**src/verilog/front_panel_regs.svh**
```systemverilog
// constants for the front-panel button and indicator controller
// Functional notes
// - brief press steps mode A, B, C, D
// - one idle minute returns to mode A
// - mode LED: off, green, orange, flashing
// - twelve-second hold in A restores defaults
// - early release cancels the default restore
// - five-second hold in A/D captures mask
// - mode LED flashes after three held seconds in A, B and D
// - five-second hold in B toggles manager role
// - manager enable also enables media redundancy
// - ring LED: off, green, flashing on switch-through
// - standby LED: off, green, flashing when active
// - startup fault LED: red, flashing, then off
// - runtime error lights red, opens contact
// - supply LEDs green above threshold in A-C
// - combined supply LED off, orange, green
// - mode D supply LEDs show mask membership
// - mode A port LED: off or green
// - blocking port flashes once per second
// - management-disabled port flashes three per second
// - mirror destination port flashes four per second
// - mode D port LEDs show mask membership
`ifndef FRONT_PANEL_REGS_SVH
`define FRONT_PANEL_REGS_SVH

// ----------------------------------------------------------------------
// register map
// ----------------------------------------------------------------------
`define REG_CTRL_ADDR        8'h00
`define REG_STATUS_ADDR      8'h04
`define REG_MASK_ADDR        8'h08

`define CTRL_STANDBY_BIT     0
`define CTRL_MEDIA_RED_BIT   1
`define CTRL_MANAGER_BIT     2
`define CTRL_SW_ERROR_BIT    3
`define CTRL_RESET_VALUE     4'h0

`define STATUS_MODE_LSB      0
`define STATUS_STARTUP_BIT   2
`define STATUS_ERROR_BIT     3
`define STATUS_RESTORED_BIT  4
`define STATUS_CAPTURED_BIT  5

`define MASK_SUPPLY_LSB      0
`define MASK_PORT_LSB        2
`define MASK_RESET_VALUE     4'h0

// ----------------------------------------------------------------------
// timing
// ----------------------------------------------------------------------
`define CLK_HZ               10000000
`define T_FACTORY_S          12
`define T_HOLD_S             5
`define T_HOLD_FLASH_S       3
`define T_IDLE_S             60
`define T_DEBOUNCE_MS        10
`define FLASH_GENERAL_HZ     2
`define FLASH_SLOW_HZ        1
`define FLASH_DISABLED_HZ    3
`define FLASH_MIRROR_HZ      4

`define FACTORY_CYC          (`T_FACTORY_S * `CLK_HZ)
`define HOLD_CYC             (`T_HOLD_S * `CLK_HZ)
`define HOLD_FLASH_CYC       (`T_HOLD_FLASH_S * `CLK_HZ)
`define IDLE_CYC             (`T_IDLE_S * `CLK_HZ + 1)
`define DEBOUNCE_CYC         ((`T_DEBOUNCE_MS * `CLK_HZ + 999) / 1000)
`define HALF_CYC(hz)         (`CLK_HZ / (2 * (hz)))

`endif

```
**src/verilog/front_panel_pkg.sv**
```systemverilog
// types shared by the front-panel controller
package front_panel_pkg;

  typedef enum logic [1:0] {MODE_A, MODE_B, MODE_C, MODE_D} display_mode_t;

  // bicolour led: both on reads as orange
  typedef struct packed {
    logic red;
    logic green;
  } led_t;

  typedef struct packed {
    logic link;
    logic blocking;
    logic disabled;
    logic mirror;
  } port_status_t;

endpackage

```
**src/verilog/front_panel_button_led_ctrl.sv**
```systemverilog
// front-panel button timing, indicator encoding and apb register file
`timescale 1ns/1ps
`default_nettype none
`include "front_panel_regs.svh"

module front_panel_button_led_ctrl #(
  parameter int unsigned FACTORY_CYCLES    = `FACTORY_CYC,
  parameter int unsigned HOLD_CYCLES       = `HOLD_CYC,
  parameter int unsigned HOLD_FLASH_CYCLES = `HOLD_FLASH_CYC,
  parameter int unsigned IDLE_CYCLES       = `IDLE_CYC,
  parameter int unsigned DEBOUNCE_CYCLES   = `DEBOUNCE_CYC,
  parameter int unsigned HALF_GENERAL      = `HALF_CYC(`FLASH_GENERAL_HZ),
  parameter int unsigned HALF_SLOW         = `HALF_CYC(`FLASH_SLOW_HZ),
  parameter int unsigned HALF_DISABLED     = `HALF_CYC(`FLASH_DISABLED_HZ),
  parameter int unsigned HALF_MIRROR       = `HALF_CYC(`FLASH_MIRROR_HZ)
) (
  // clock and reset
  input  wire logic                           pclk,
  input  wire logic                           presetn,
  // apb slave
  input  wire logic                           psel,
  input  wire logic                           penable,
  input  wire logic                           pwrite,
  input  wire logic [7:0]                     paddr,
  input  wire logic [31:0]                    pwdata,
  output logic [31:0]                         prdata,
  output logic                                pready,
  output logic                                pslverr,
  // button, high while pressed
  input  wire logic                           button_in,
  // device state
  input  wire logic [1:0]                     supply_good,
  input  wire front_panel_pkg::port_status_t  port_one_status,
  input  wire front_panel_pkg::port_status_t  port_two_status,
  input  wire logic                           ring_switched,
  input  wire logic                           standby_active,
  input  wire logic                           startup_done,
  input  wire logic                           firmware_bad,
  // indicators
  output front_panel_pkg::led_t               mode_indicator_led,
  output front_panel_pkg::led_t               ring_manager_led,
  output front_panel_pkg::led_t               standby_led,
  output front_panel_pkg::led_t               fault_led,
  output front_panel_pkg::led_t               supply_one_led,
  output front_panel_pkg::led_t               supply_two_led,
  output front_panel_pkg::led_t               supply_combined_led,
  output front_panel_pkg::led_t               port_one_led,
  output front_panel_pkg::led_t               port_two_led,
  // contact and events
  output logic                                signal_contact_open,
  output logic                                factory_reset_pulse
);

  // ----------------------------------------------------------------------
  // button synchroniser and debouncer
  // ----------------------------------------------------------------------
  logic        btn_meta;
  logic        btn_sync;
  logic        btn_level;
  logic        btn_level_q;
  logic [31:0] bounce_cnt;

  always_ff @(posedge pclk or negedge presetn)
  begin
    if (!presetn)
    begin
      btn_meta <= 1'b0;
      btn_sync <= 1'b0;
    end
    else
    begin
      btn_meta <= button_in;
      btn_sync <= btn_meta;
    end
  end

  // level must stay changed for the whole window before it is adopted
  always_ff @(posedge pclk or negedge presetn)
  begin
    if (!presetn)
    begin
      bounce_cnt <= 32'h0000_0000;
      btn_level  <= 1'b0;
    end
    else if (btn_sync == btn_level)
      bounce_cnt <= 32'h0000_0000;
    else if (bounce_cnt >= DEBOUNCE_CYCLES - 1)
    begin
      bounce_cnt <= 32'h0000_0000;
      btn_level  <= btn_sync;
    end
    else
      bounce_cnt <= bounce_cnt + 32'h0000_0001;
  end

  always_ff @(posedge pclk or negedge presetn)
  begin
    if (!presetn)
      btn_level_q <= 1'b0;
    else
      btn_level_q <= btn_level;
  end

  // ----------------------------------------------------------------------
  // press and idle timers
  // ----------------------------------------------------------------------
  logic [31:0] press_cnt;
  logic [31:0] idle_cnt;

  // saturates so a very long hold never wraps into a fresh threshold
  always_ff @(posedge pclk or negedge presetn)
  begin
    if (!presetn)
      press_cnt <= 32'h0000_0000;
    else if (!btn_level)
      press_cnt <= 32'h0000_0000;
    else if (press_cnt < FACTORY_CYCLES)
      press_cnt <= press_cnt + 32'h0000_0001;
  end

  always_ff @(posedge pclk or negedge presetn)
  begin
    if (!presetn)
      idle_cnt <= 32'h0000_0000;
    else if (btn_level)
      idle_cnt <= 32'h0000_0000;
    else if (idle_cnt < IDLE_CYCLES)
      idle_cnt <= idle_cnt + 32'h0000_0001;
  end

  front_panel_pkg::display_mode_t mode;
  front_panel_pkg::display_mode_t next_mode;

  wire release_edge = btn_level_q & ~btn_level;
  wire brief_press  = release_edge & (press_cnt < HOLD_FLASH_CYCLES);
  wire idle_expired = ~btn_level & (idle_cnt == IDLE_CYCLES - 1);
  // each hold event fires once, in the cycle the count reaches its mark
  wire hold_mark    = btn_level & (press_cnt == HOLD_CYCLES - 1);
  wire factory_mark = btn_level & (press_cnt == FACTORY_CYCLES - 1);
  wire mode_a       = (mode == front_panel_pkg::MODE_A);
  wire mode_b       = (mode == front_panel_pkg::MODE_B);
  wire mode_d       = (mode == front_panel_pkg::MODE_D);
  wire do_factory   = factory_mark & mode_a;
  wire do_capture   = hold_mark & (mode_a | mode_d);
  wire do_toggle    = hold_mark & mode_b;
  wire hold_flash   = btn_level & (press_cnt >= HOLD_FLASH_CYCLES)
                      & (mode_a | mode_b | mode_d);

  // ----------------------------------------------------------------------
  // display mode
  // ----------------------------------------------------------------------
  always_comb
  begin
    next_mode = mode;
    if (brief_press)
    begin
      unique case (mode)
        front_panel_pkg::MODE_A: next_mode = front_panel_pkg::MODE_B;
        front_panel_pkg::MODE_B: next_mode = front_panel_pkg::MODE_C;
        front_panel_pkg::MODE_C: next_mode = front_panel_pkg::MODE_D;
        front_panel_pkg::MODE_D: next_mode = front_panel_pkg::MODE_A;
      endcase
    end
    else if (idle_expired)
      next_mode = front_panel_pkg::MODE_A;
  end

  always_ff @(posedge pclk or negedge presetn)
  begin
    if (!presetn)
      mode <= front_panel_pkg::MODE_A;
    else
      mode <= next_mode;
  end

  // ----------------------------------------------------------------------
  // apb register file
  // ----------------------------------------------------------------------
  logic [3:0] ctrl;
  logic [3:0] next_ctrl;
  logic [3:0] fault_mask;
  logic [3:0] next_fault_mask;
  logic       restored_flag;
  logic       captured_flag;
  logic       sys_error;

  wire apb_write  = psel & penable & pwrite;
  wire sel_ctrl   = (paddr == `REG_CTRL_ADDR);
  wire sel_status = (paddr == `REG_STATUS_ADDR);
  wire sel_mask   = (paddr == `REG_MASK_ADDR);
  wire addr_ok    = sel_ctrl | sel_status | sel_mask;
  wire wr_ctrl    = apb_write & sel_ctrl;
  wire wr_mask    = apb_write & sel_mask;
  wire clr_rest   = apb_write & sel_status & pwdata[`STATUS_RESTORED_BIT];
  wire clr_capt   = apb_write & sel_status & pwdata[`STATUS_CAPTURED_BIT];
  wire [3:0] live_state = {port_two_status.link, port_one_status.link, supply_good};

  assign pready  = 1'b1;
  assign pslverr = psel & penable & ~addr_ok;

  // button events override a software write landing in the same cycle
  always_comb
  begin
    next_ctrl = wr_ctrl ? pwdata[3:0] : ctrl;
    if (do_toggle)
    begin
      next_ctrl[`CTRL_MANAGER_BIT] = ~ctrl[`CTRL_MANAGER_BIT];
      if (!ctrl[`CTRL_MANAGER_BIT])
        next_ctrl[`CTRL_MEDIA_RED_BIT] = 1'b1;
    end
    if (do_factory)
      next_ctrl = `CTRL_RESET_VALUE;
  end

  always_comb
  begin
    next_fault_mask = wr_mask ? pwdata[3:0] : fault_mask;
    if (do_capture)
      next_fault_mask = live_state;
    if (do_factory)
      next_fault_mask = `MASK_RESET_VALUE;
  end

  always_ff @(posedge pclk or negedge presetn)
  begin
    if (!presetn)
    begin
      ctrl       <= `CTRL_RESET_VALUE;
      fault_mask <= `MASK_RESET_VALUE;
    end
    else
    begin
      ctrl       <= next_ctrl;
      fault_mask <= next_fault_mask;
    end
  end

  // sticky event flags, set wins over write-one-to-clear
  always_ff @(posedge pclk or negedge presetn)
  begin
    if (!presetn)
    begin
      restored_flag       <= 1'b0;
      captured_flag       <= 1'b0;
      factory_reset_pulse <= 1'b0;
    end
    else
    begin
      restored_flag       <= do_factory | (restored_flag & ~clr_rest);
      captured_flag       <= do_capture | (captured_flag & ~clr_capt);
      factory_reset_pulse <= do_factory;
    end
  end

  wire [31:0] status_word = {26'h000_0000, captured_flag, restored_flag,
                             sys_error, startup_done, mode};
  wire [31:0] read_word   = sel_ctrl   ? {28'h000_0000, ctrl} :
                            sel_status ? status_word :
                            sel_mask   ? {28'h000_0000, fault_mask} :
                                         32'h0000_0000;

  // captured in the setup cycle so the access cycle sees a flop
  always_ff @(posedge pclk or negedge presetn)
  begin
    if (!presetn)
      prdata <= 32'h0000_0000;
    else if (psel & ~penable & ~pwrite)
      prdata <= read_word;
  end

  // ----------------------------------------------------------------------
  // flash generators
  // ----------------------------------------------------------------------
  localparam int unsigned FLASH_N = 4;
  logic [31:0] flash_cnt [FLASH_N];
  logic [FLASH_N-1:0] flash;
  wire  [31:0] flash_half [FLASH_N];

  assign flash_half[0] = HALF_GENERAL;
  assign flash_half[1] = HALF_SLOW;
  assign flash_half[2] = HALF_DISABLED;
  assign flash_half[3] = HALF_MIRROR;

  for (genvar i = 0; i < FLASH_N; i++)
  begin : g_flash
    always_ff @(posedge pclk or negedge presetn)
    begin
      if (!presetn)
      begin
        flash_cnt[i] <= 32'h0000_0000;
        flash[i]     <= 1'b0;
      end
      else if (flash_cnt[i] >= flash_half[i] - 1)
      begin
        flash_cnt[i] <= 32'h0000_0000;
        flash[i]     <= ~flash[i];
      end
      else
        flash_cnt[i] <= flash_cnt[i] + 32'h0000_0001;
    end
  end

  wire blink   = flash[0];
  wire blink_1 = flash[1];
  wire blink_3 = flash[2];
  wire blink_4 = flash[3];

  // ----------------------------------------------------------------------
  // fault and contact
  // ----------------------------------------------------------------------
  // unmasked supplies and ports never count as an error
  assign sys_error = ctrl[`CTRL_SW_ERROR_BIT]
                     | |(fault_mask[1:0] & ~supply_good)
                     | |(fault_mask[3:2] & ~live_state[3:2]);

  // ----------------------------------------------------------------------
  // indicator encoding
  // ----------------------------------------------------------------------
  localparam front_panel_pkg::led_t LED_OFF    = 2'h0;
  localparam front_panel_pkg::led_t LED_GREEN  = 2'h1;
  localparam front_panel_pkg::led_t LED_RED    = 2'h2;
  localparam front_panel_pkg::led_t LED_ORANGE = 2'h3;

  function automatic front_panel_pkg::led_t port_led(
    input front_panel_pkg::port_status_t st,
    input front_panel_pkg::display_mode_t md,
    input logic masked,
    input logic b1,
    input logic b3,
    input logic b4
  );
    port_led = LED_OFF;
    if (md == front_panel_pkg::MODE_A && st.link)
    begin
      if (st.mirror)
        port_led = b4 ? LED_GREEN : LED_OFF;
      else if (st.disabled)
        port_led = b3 ? LED_GREEN : LED_OFF;
      else if (st.blocking)
        port_led = b1 ? LED_GREEN : LED_OFF;
      else
        port_led = LED_GREEN;
    end
    else if (md == front_panel_pkg::MODE_D)
      port_led = masked ? LED_GREEN : LED_OFF;
  endfunction

  front_panel_pkg::led_t next_mode_led;
  front_panel_pkg::led_t next_ring_led;
  front_panel_pkg::led_t next_standby_led;
  front_panel_pkg::led_t next_fault_led;
  front_panel_pkg::led_t next_sup1_led;
  front_panel_pkg::led_t next_sup2_led;
  front_panel_pkg::led_t next_comb_led;
  logic [1:0]            sup_shown;

  always_comb
  begin
    unique case (mode)
      front_panel_pkg::MODE_A: next_mode_led = LED_OFF;
      front_panel_pkg::MODE_B: next_mode_led = LED_GREEN;
      front_panel_pkg::MODE_C: next_mode_led = LED_ORANGE;
      front_panel_pkg::MODE_D: next_mode_led = blink ? LED_ORANGE : LED_GREEN;
    endcase
    // mode A has no colour of its own, so its hold flash uses green
    if (hold_flash)
      next_mode_led = !blink ? LED_OFF : (mode_a ? LED_GREEN : next_mode_led);
  end

  always_comb
  begin
    if (!ctrl[`CTRL_MANAGER_BIT])
      next_ring_led = LED_OFF;
    else if (ring_switched)
      next_ring_led = blink ? LED_GREEN : LED_OFF;
    else
      next_ring_led = LED_GREEN;
  end

  always_comb
  begin
    if (!ctrl[`CTRL_STANDBY_BIT])
      next_standby_led = LED_OFF;
    else if (standby_active)
      next_standby_led = blink ? LED_GREEN : LED_OFF;
    else
      next_standby_led = LED_GREEN;
  end

  always_comb
  begin
    if (!startup_done)
      next_fault_led = (firmware_bad & ~blink) ? LED_OFF : LED_RED;
    else
      next_fault_led = sys_error ? LED_RED : LED_OFF;
  end

  // mode D shows the mask, the other modes the live supplies
  assign sup_shown = mode_d ? fault_mask[1:0] : supply_good;

  always_comb
  begin
    next_sup1_led = sup_shown[0] ? LED_GREEN : LED_OFF;
    next_sup2_led = sup_shown[1] ? LED_GREEN : LED_OFF;
    unique case (sup_shown)
      2'h0:    next_comb_led = LED_OFF;
      2'h3:    next_comb_led = LED_GREEN;
      default: next_comb_led = LED_ORANGE;
    endcase
  end

  // ----------------------------------------------------------------------
  // output registers
  // ----------------------------------------------------------------------
  always_ff @(posedge pclk or negedge presetn)
  begin
    if (!presetn)
    begin
      mode_indicator_led  <= LED_OFF;
      ring_manager_led    <= LED_OFF;
      standby_led         <= LED_OFF;
      fault_led           <= LED_OFF;
      supply_one_led      <= LED_OFF;
      supply_two_led      <= LED_OFF;
      supply_combined_led <= LED_OFF;
      port_one_led        <= LED_OFF;
      port_two_led        <= LED_OFF;
      signal_contact_open <= 1'b1;
    end
    else
    begin
      mode_indicator_led  <= next_mode_led;
      ring_manager_led    <= next_ring_led;
      standby_led         <= next_standby_led;
      fault_led           <= next_fault_led;
      supply_one_led      <= next_sup1_led;
      supply_two_led      <= next_sup2_led;
      supply_combined_led <= next_comb_led;
      port_one_led        <= port_led(port_one_status, mode, fault_mask[2],
                                      blink_1, blink_3, blink_4);
      port_two_led        <= port_led(port_two_status, mode, fault_mask[3],
                                      blink_1, blink_3, blink_4);
      // contact is held open until startup ends, fail-safe for the relay
      signal_contact_open <= ~startup_done | sys_error;
    end
  end

endmodule
`default_nettype wire

```
**config.mk**
```make
export PLATFORM = sky130hd
export DESIGN_NAME = front_panel_button_led_ctrl
export DESIGN_NICKNAME = d
export VERILOG_FILES = /design/src/verilog/front_panel_pkg.sv /design/src/verilog/front_panel_button_led_ctrl.sv
export VERILOG_INCLUDE_DIRS = /design/src /design/src/verilog
export SDC_FILE = /design/constraint.sdc
export NUM_CORES = 1
export LEC_CHECK = 0
export ABC_AREA = 1
export BUFFER_PORTS_ARGS = -buffer_cell sky130_fd_sc_hd__buf_2
export CAP_MARGIN = 20
export CORE_UTILIZATION = 65
export CTS_CLUSTER_DIAMETER = 120
export DETAILED_ROUTE_END_ITERATION = 10
export PLACE_DENSITY = 0.86
export SETUP_SLACK_MARGIN = 0.4
export SYNTH_ARGS = -nofsm -noshare
export SYNTH_HDL_FRONTEND = slang
export SYNTH_SLANG_ARGS = --single-unit
```
**constraint.sdc**
```tcl
create_clock -name pclk -period 3.15 [get_ports pclk]
set_input_delay 0.63 -clock pclk [delete_from_list [all_inputs] [get_ports pclk]]
set_output_delay 0.63 -clock pclk [all_outputs]
set_load 0.01 [all_outputs]
```
==> metrics.cfg <==
[outcome]
status = completed

[cts]
clkSlewWorstSetupHoldPaths_ns = 0.06
clkSinkCount = 263
cts-root-buf = clkbuf_16
cts_buffers = 29
post-cts-setup-buffers = 0
cts_max_level = 1
clk_latency_ns = 0.54
ctsHoldBuffers = 0
cts_buffer_depth = 3
postCtsResizedCells = 0
cts_tree = done

[placed_design]
hpwlAfterDp_um = 21600
dp.cells = 2156
gp_congestion = 0.9258
place_area_mm2 = 0.01447
port_buffers = 53

[power]
power_uw = 7747
peakVddDrop_v = 0.0004119
leakage_uw = 0.007340
powerDensity_mw_per_mm2 = 499.1

[floorplan]
dieArea_mm2 = 0.02185
io_pins = 114
die_y_um = 147.8
fp.coreArea_mm2 = 0.02056
start_util = 0.6721
num_rows = 52
die_w_um = 147.8

[worst_setup_path]
worstPathCellList = buf_2 -> nor2_1 -> nand2_1 -> nor3_1 -> nor4_1 -> buf_2
r2r-start = flash_cnt[96]$_DFF_PN0_
max_stage_delay_ns = 0.46
crit_cells = 6
crit_path_start = paddr[1]
start_kind = primary input
reg2reg_depth = 10
worstPathArrival_ns = 1.80
critPathCaptureType = primary output
path_delay_family = simple AND/OR/NAND/NOR gates
critPathMaxFanout = 5
critPathBufInv = 2
cp_slowest_cell = nor3_1
r2r_end = flash_cnt[104]$_DFF_PN0_
required_ns = 2.52
worstSetupPathType = primary input to primary output
cp_common_cell = buf_2
r2r_setup_slack_ns = 0.86

[global_routing]
grt_pass1_wl_um = 53270
grt_pass1_vias = 11470
grt_antenna_before_repair = 0
grt-ovfl-total = 0
grt_max_degree = 87
grt_use_total = 0.2997

[sta]
rsz0062_at_grt = false
setup_viol = 0
slew-limit-headroom = 0.4632
skew_ns = 0.01168
slew_viol_final = 0
hold_viol_final = 0
tightest_slew_ns = 0.8029
fmax_mhz = 410.8
finalCriticalPeriod_ns = 2.434
tns_ns = 0
period_share = 0.7727

[layout]
multi_input_area_mm2 = 0.006440
final_common_cell = nand2_1
final_cell_mix = nand2_1 (459), nor2_1 (320), dfrtp_1 (262)
fill_cells = 1495
drive_above_1_share = 0.07486
antenna_cells = 0
seq_area_mm2 = 0.006583
area_growth_pct = 12.33
fin_area_mm2 = 0.01552
fin_util = 0.7550
fin_nets = 1992
final_cells = 2207

[drt]
vias_per_cell = 5.361
wl_per_cell_um = 14.26
drc_errors = 0
drt-total-wl_um = 31470
firstDrtPassIters = 6
ant_nets = 0
drt_iter0_markers = 1037
dr_total_vias = 11830

[yosys]
synth_warnings = 0
ys_types = 47
syn_area_mm2 = 0.01382
synthCells = 1802
yosysSeqAreaShare = 0.4764
synth_seq_cells = 263
avgSynthCellArea_um2 = 7.668

[worst_hold_path]
hold_path_class = primary input to asynchronous set/reset pin

[flow_run]
drv_cap = 0

==> report_power, final <==
group	internal, uW	switching [uW]	total, uW
sequential	3480	57.1	3540
combinational	142	348	489
clock	2350	1370	3720
total	5970	1770	7750
==> worst max-delay path by stage <==
stage          slack [ns]       to
2_1_floorplan        1.09  pslverr
3_3_place_gp         0.79  pslverr
3_5_place_dp         0.75  pslverr
4_1_cts              0.74  pslverr
5_1_grt              0.59  pslverr
6_report             0.72  pslverr
==> logic make-up (layout without fill, tap and decap cells) <==
logic type,after synthesis,in the layout,share of synthesized area
simple gates,1085,1085,0.3338
buf+inv,257,304,0.08149
other cells,2,90,0.0005435
xor+xnor,90,90,0.05704
fa+ha+maj,15,15,0.01358
compound gates,90,90,0.03722
flops,263,263,0.4764
==> worst reg2reg max path, stage by stage, from the launching register on <==
cell and delay, ns:
dfrtp_1 0.40, ha_1 0.22, nand2_1 0.07, inv_1 0.07, nand2_1 0.13, nand2_1 0.09, nand3_1 0.08, nand3_1 0.09
nand2_1 0.08, nand3_1 0.55, nor3_1 0.39
==> through the flow <==
stage               hold WS, ns  setup WS [ns]
floorplan                0.3312          1.093
global placement         0.3375         0.7863
detailed placement       0.3387         0.7520
CTS                      0.1285         0.7447
global route             0.1392         0.5940
finish                   0.1094         0.7160
==> state kept, by name, summed over array words and instances (netlist names), 2 cells and up <==
signal and cells:
fault_mask 4, supply_combined_led 2, mode_indicator_led 2, press_cnt 32
ctrl 4, mode 2, idle_cnt 32, flash_cnt 128
prdata 6, bounce_cnt 32
==> metal layers <==
metal / share of wire / GRT usage / up-vias / wire length [um]
met1: 0.42 / 0.3905 / 5522 / 13330
met5: 0 / 0 / - / 0
met3: 0.060 / 0.03981 / 67 / 1901
met4: 0.027 / 0.09897 / 0 / 857
met2: 0.49 / 0.5184 / 421 / 15380
li1: - / - / 5822 / -
==> synthesized netlist by cell type (all sizes together) <==
master	n	area [um^2]
o22ai	1	6.260
ha	15	187.7
nor2	330	1264
a31oi	3	18.77
nand4	52	325.3
buf	61	387.9
a21o	1	7.510
inv	189	711.9
nand3	165	835.8
a21oi	26	137.6
o21bai	5	37.54
nand3b	1	7.510
o21a	2	15.01
o211ai	4	30.03
a22oi	1	7.510
o2111ai	1	8.760
xor2	69	604.3
nor3	55	296.5
nor4	11	75.07
dfrtp	262	6556
a211oi	1	7.510
conb	2	7.510
o31ai	2	15.01
dfstp	1	26.28
o21ai	41	205.2
clkbuf	7	26.28
and3	2	12.51
nand2	463	1758
xnor2	21	183.9
a21boi	1	7.510
or2	6	37.54
a21bo	1	10.01
==> cell type report <==
| class | instances | share of cell area |
|---|---|---|
| Multi-Input combinational cell | 1370 | 0.4149 |
| Inverter | 189 | 0.04586 |
| Tap cell | 270 | 0.02176 |
| Timing Repair Buffer | 64 | 0.02547 |
| Clock buffer | 36 | 0.05102 |
| Sequential cell | 263 | 0.4241 |
| Clock inverter | 15 | 0.01693 |
Note: power is estimated with default switching activity, not from simulation.
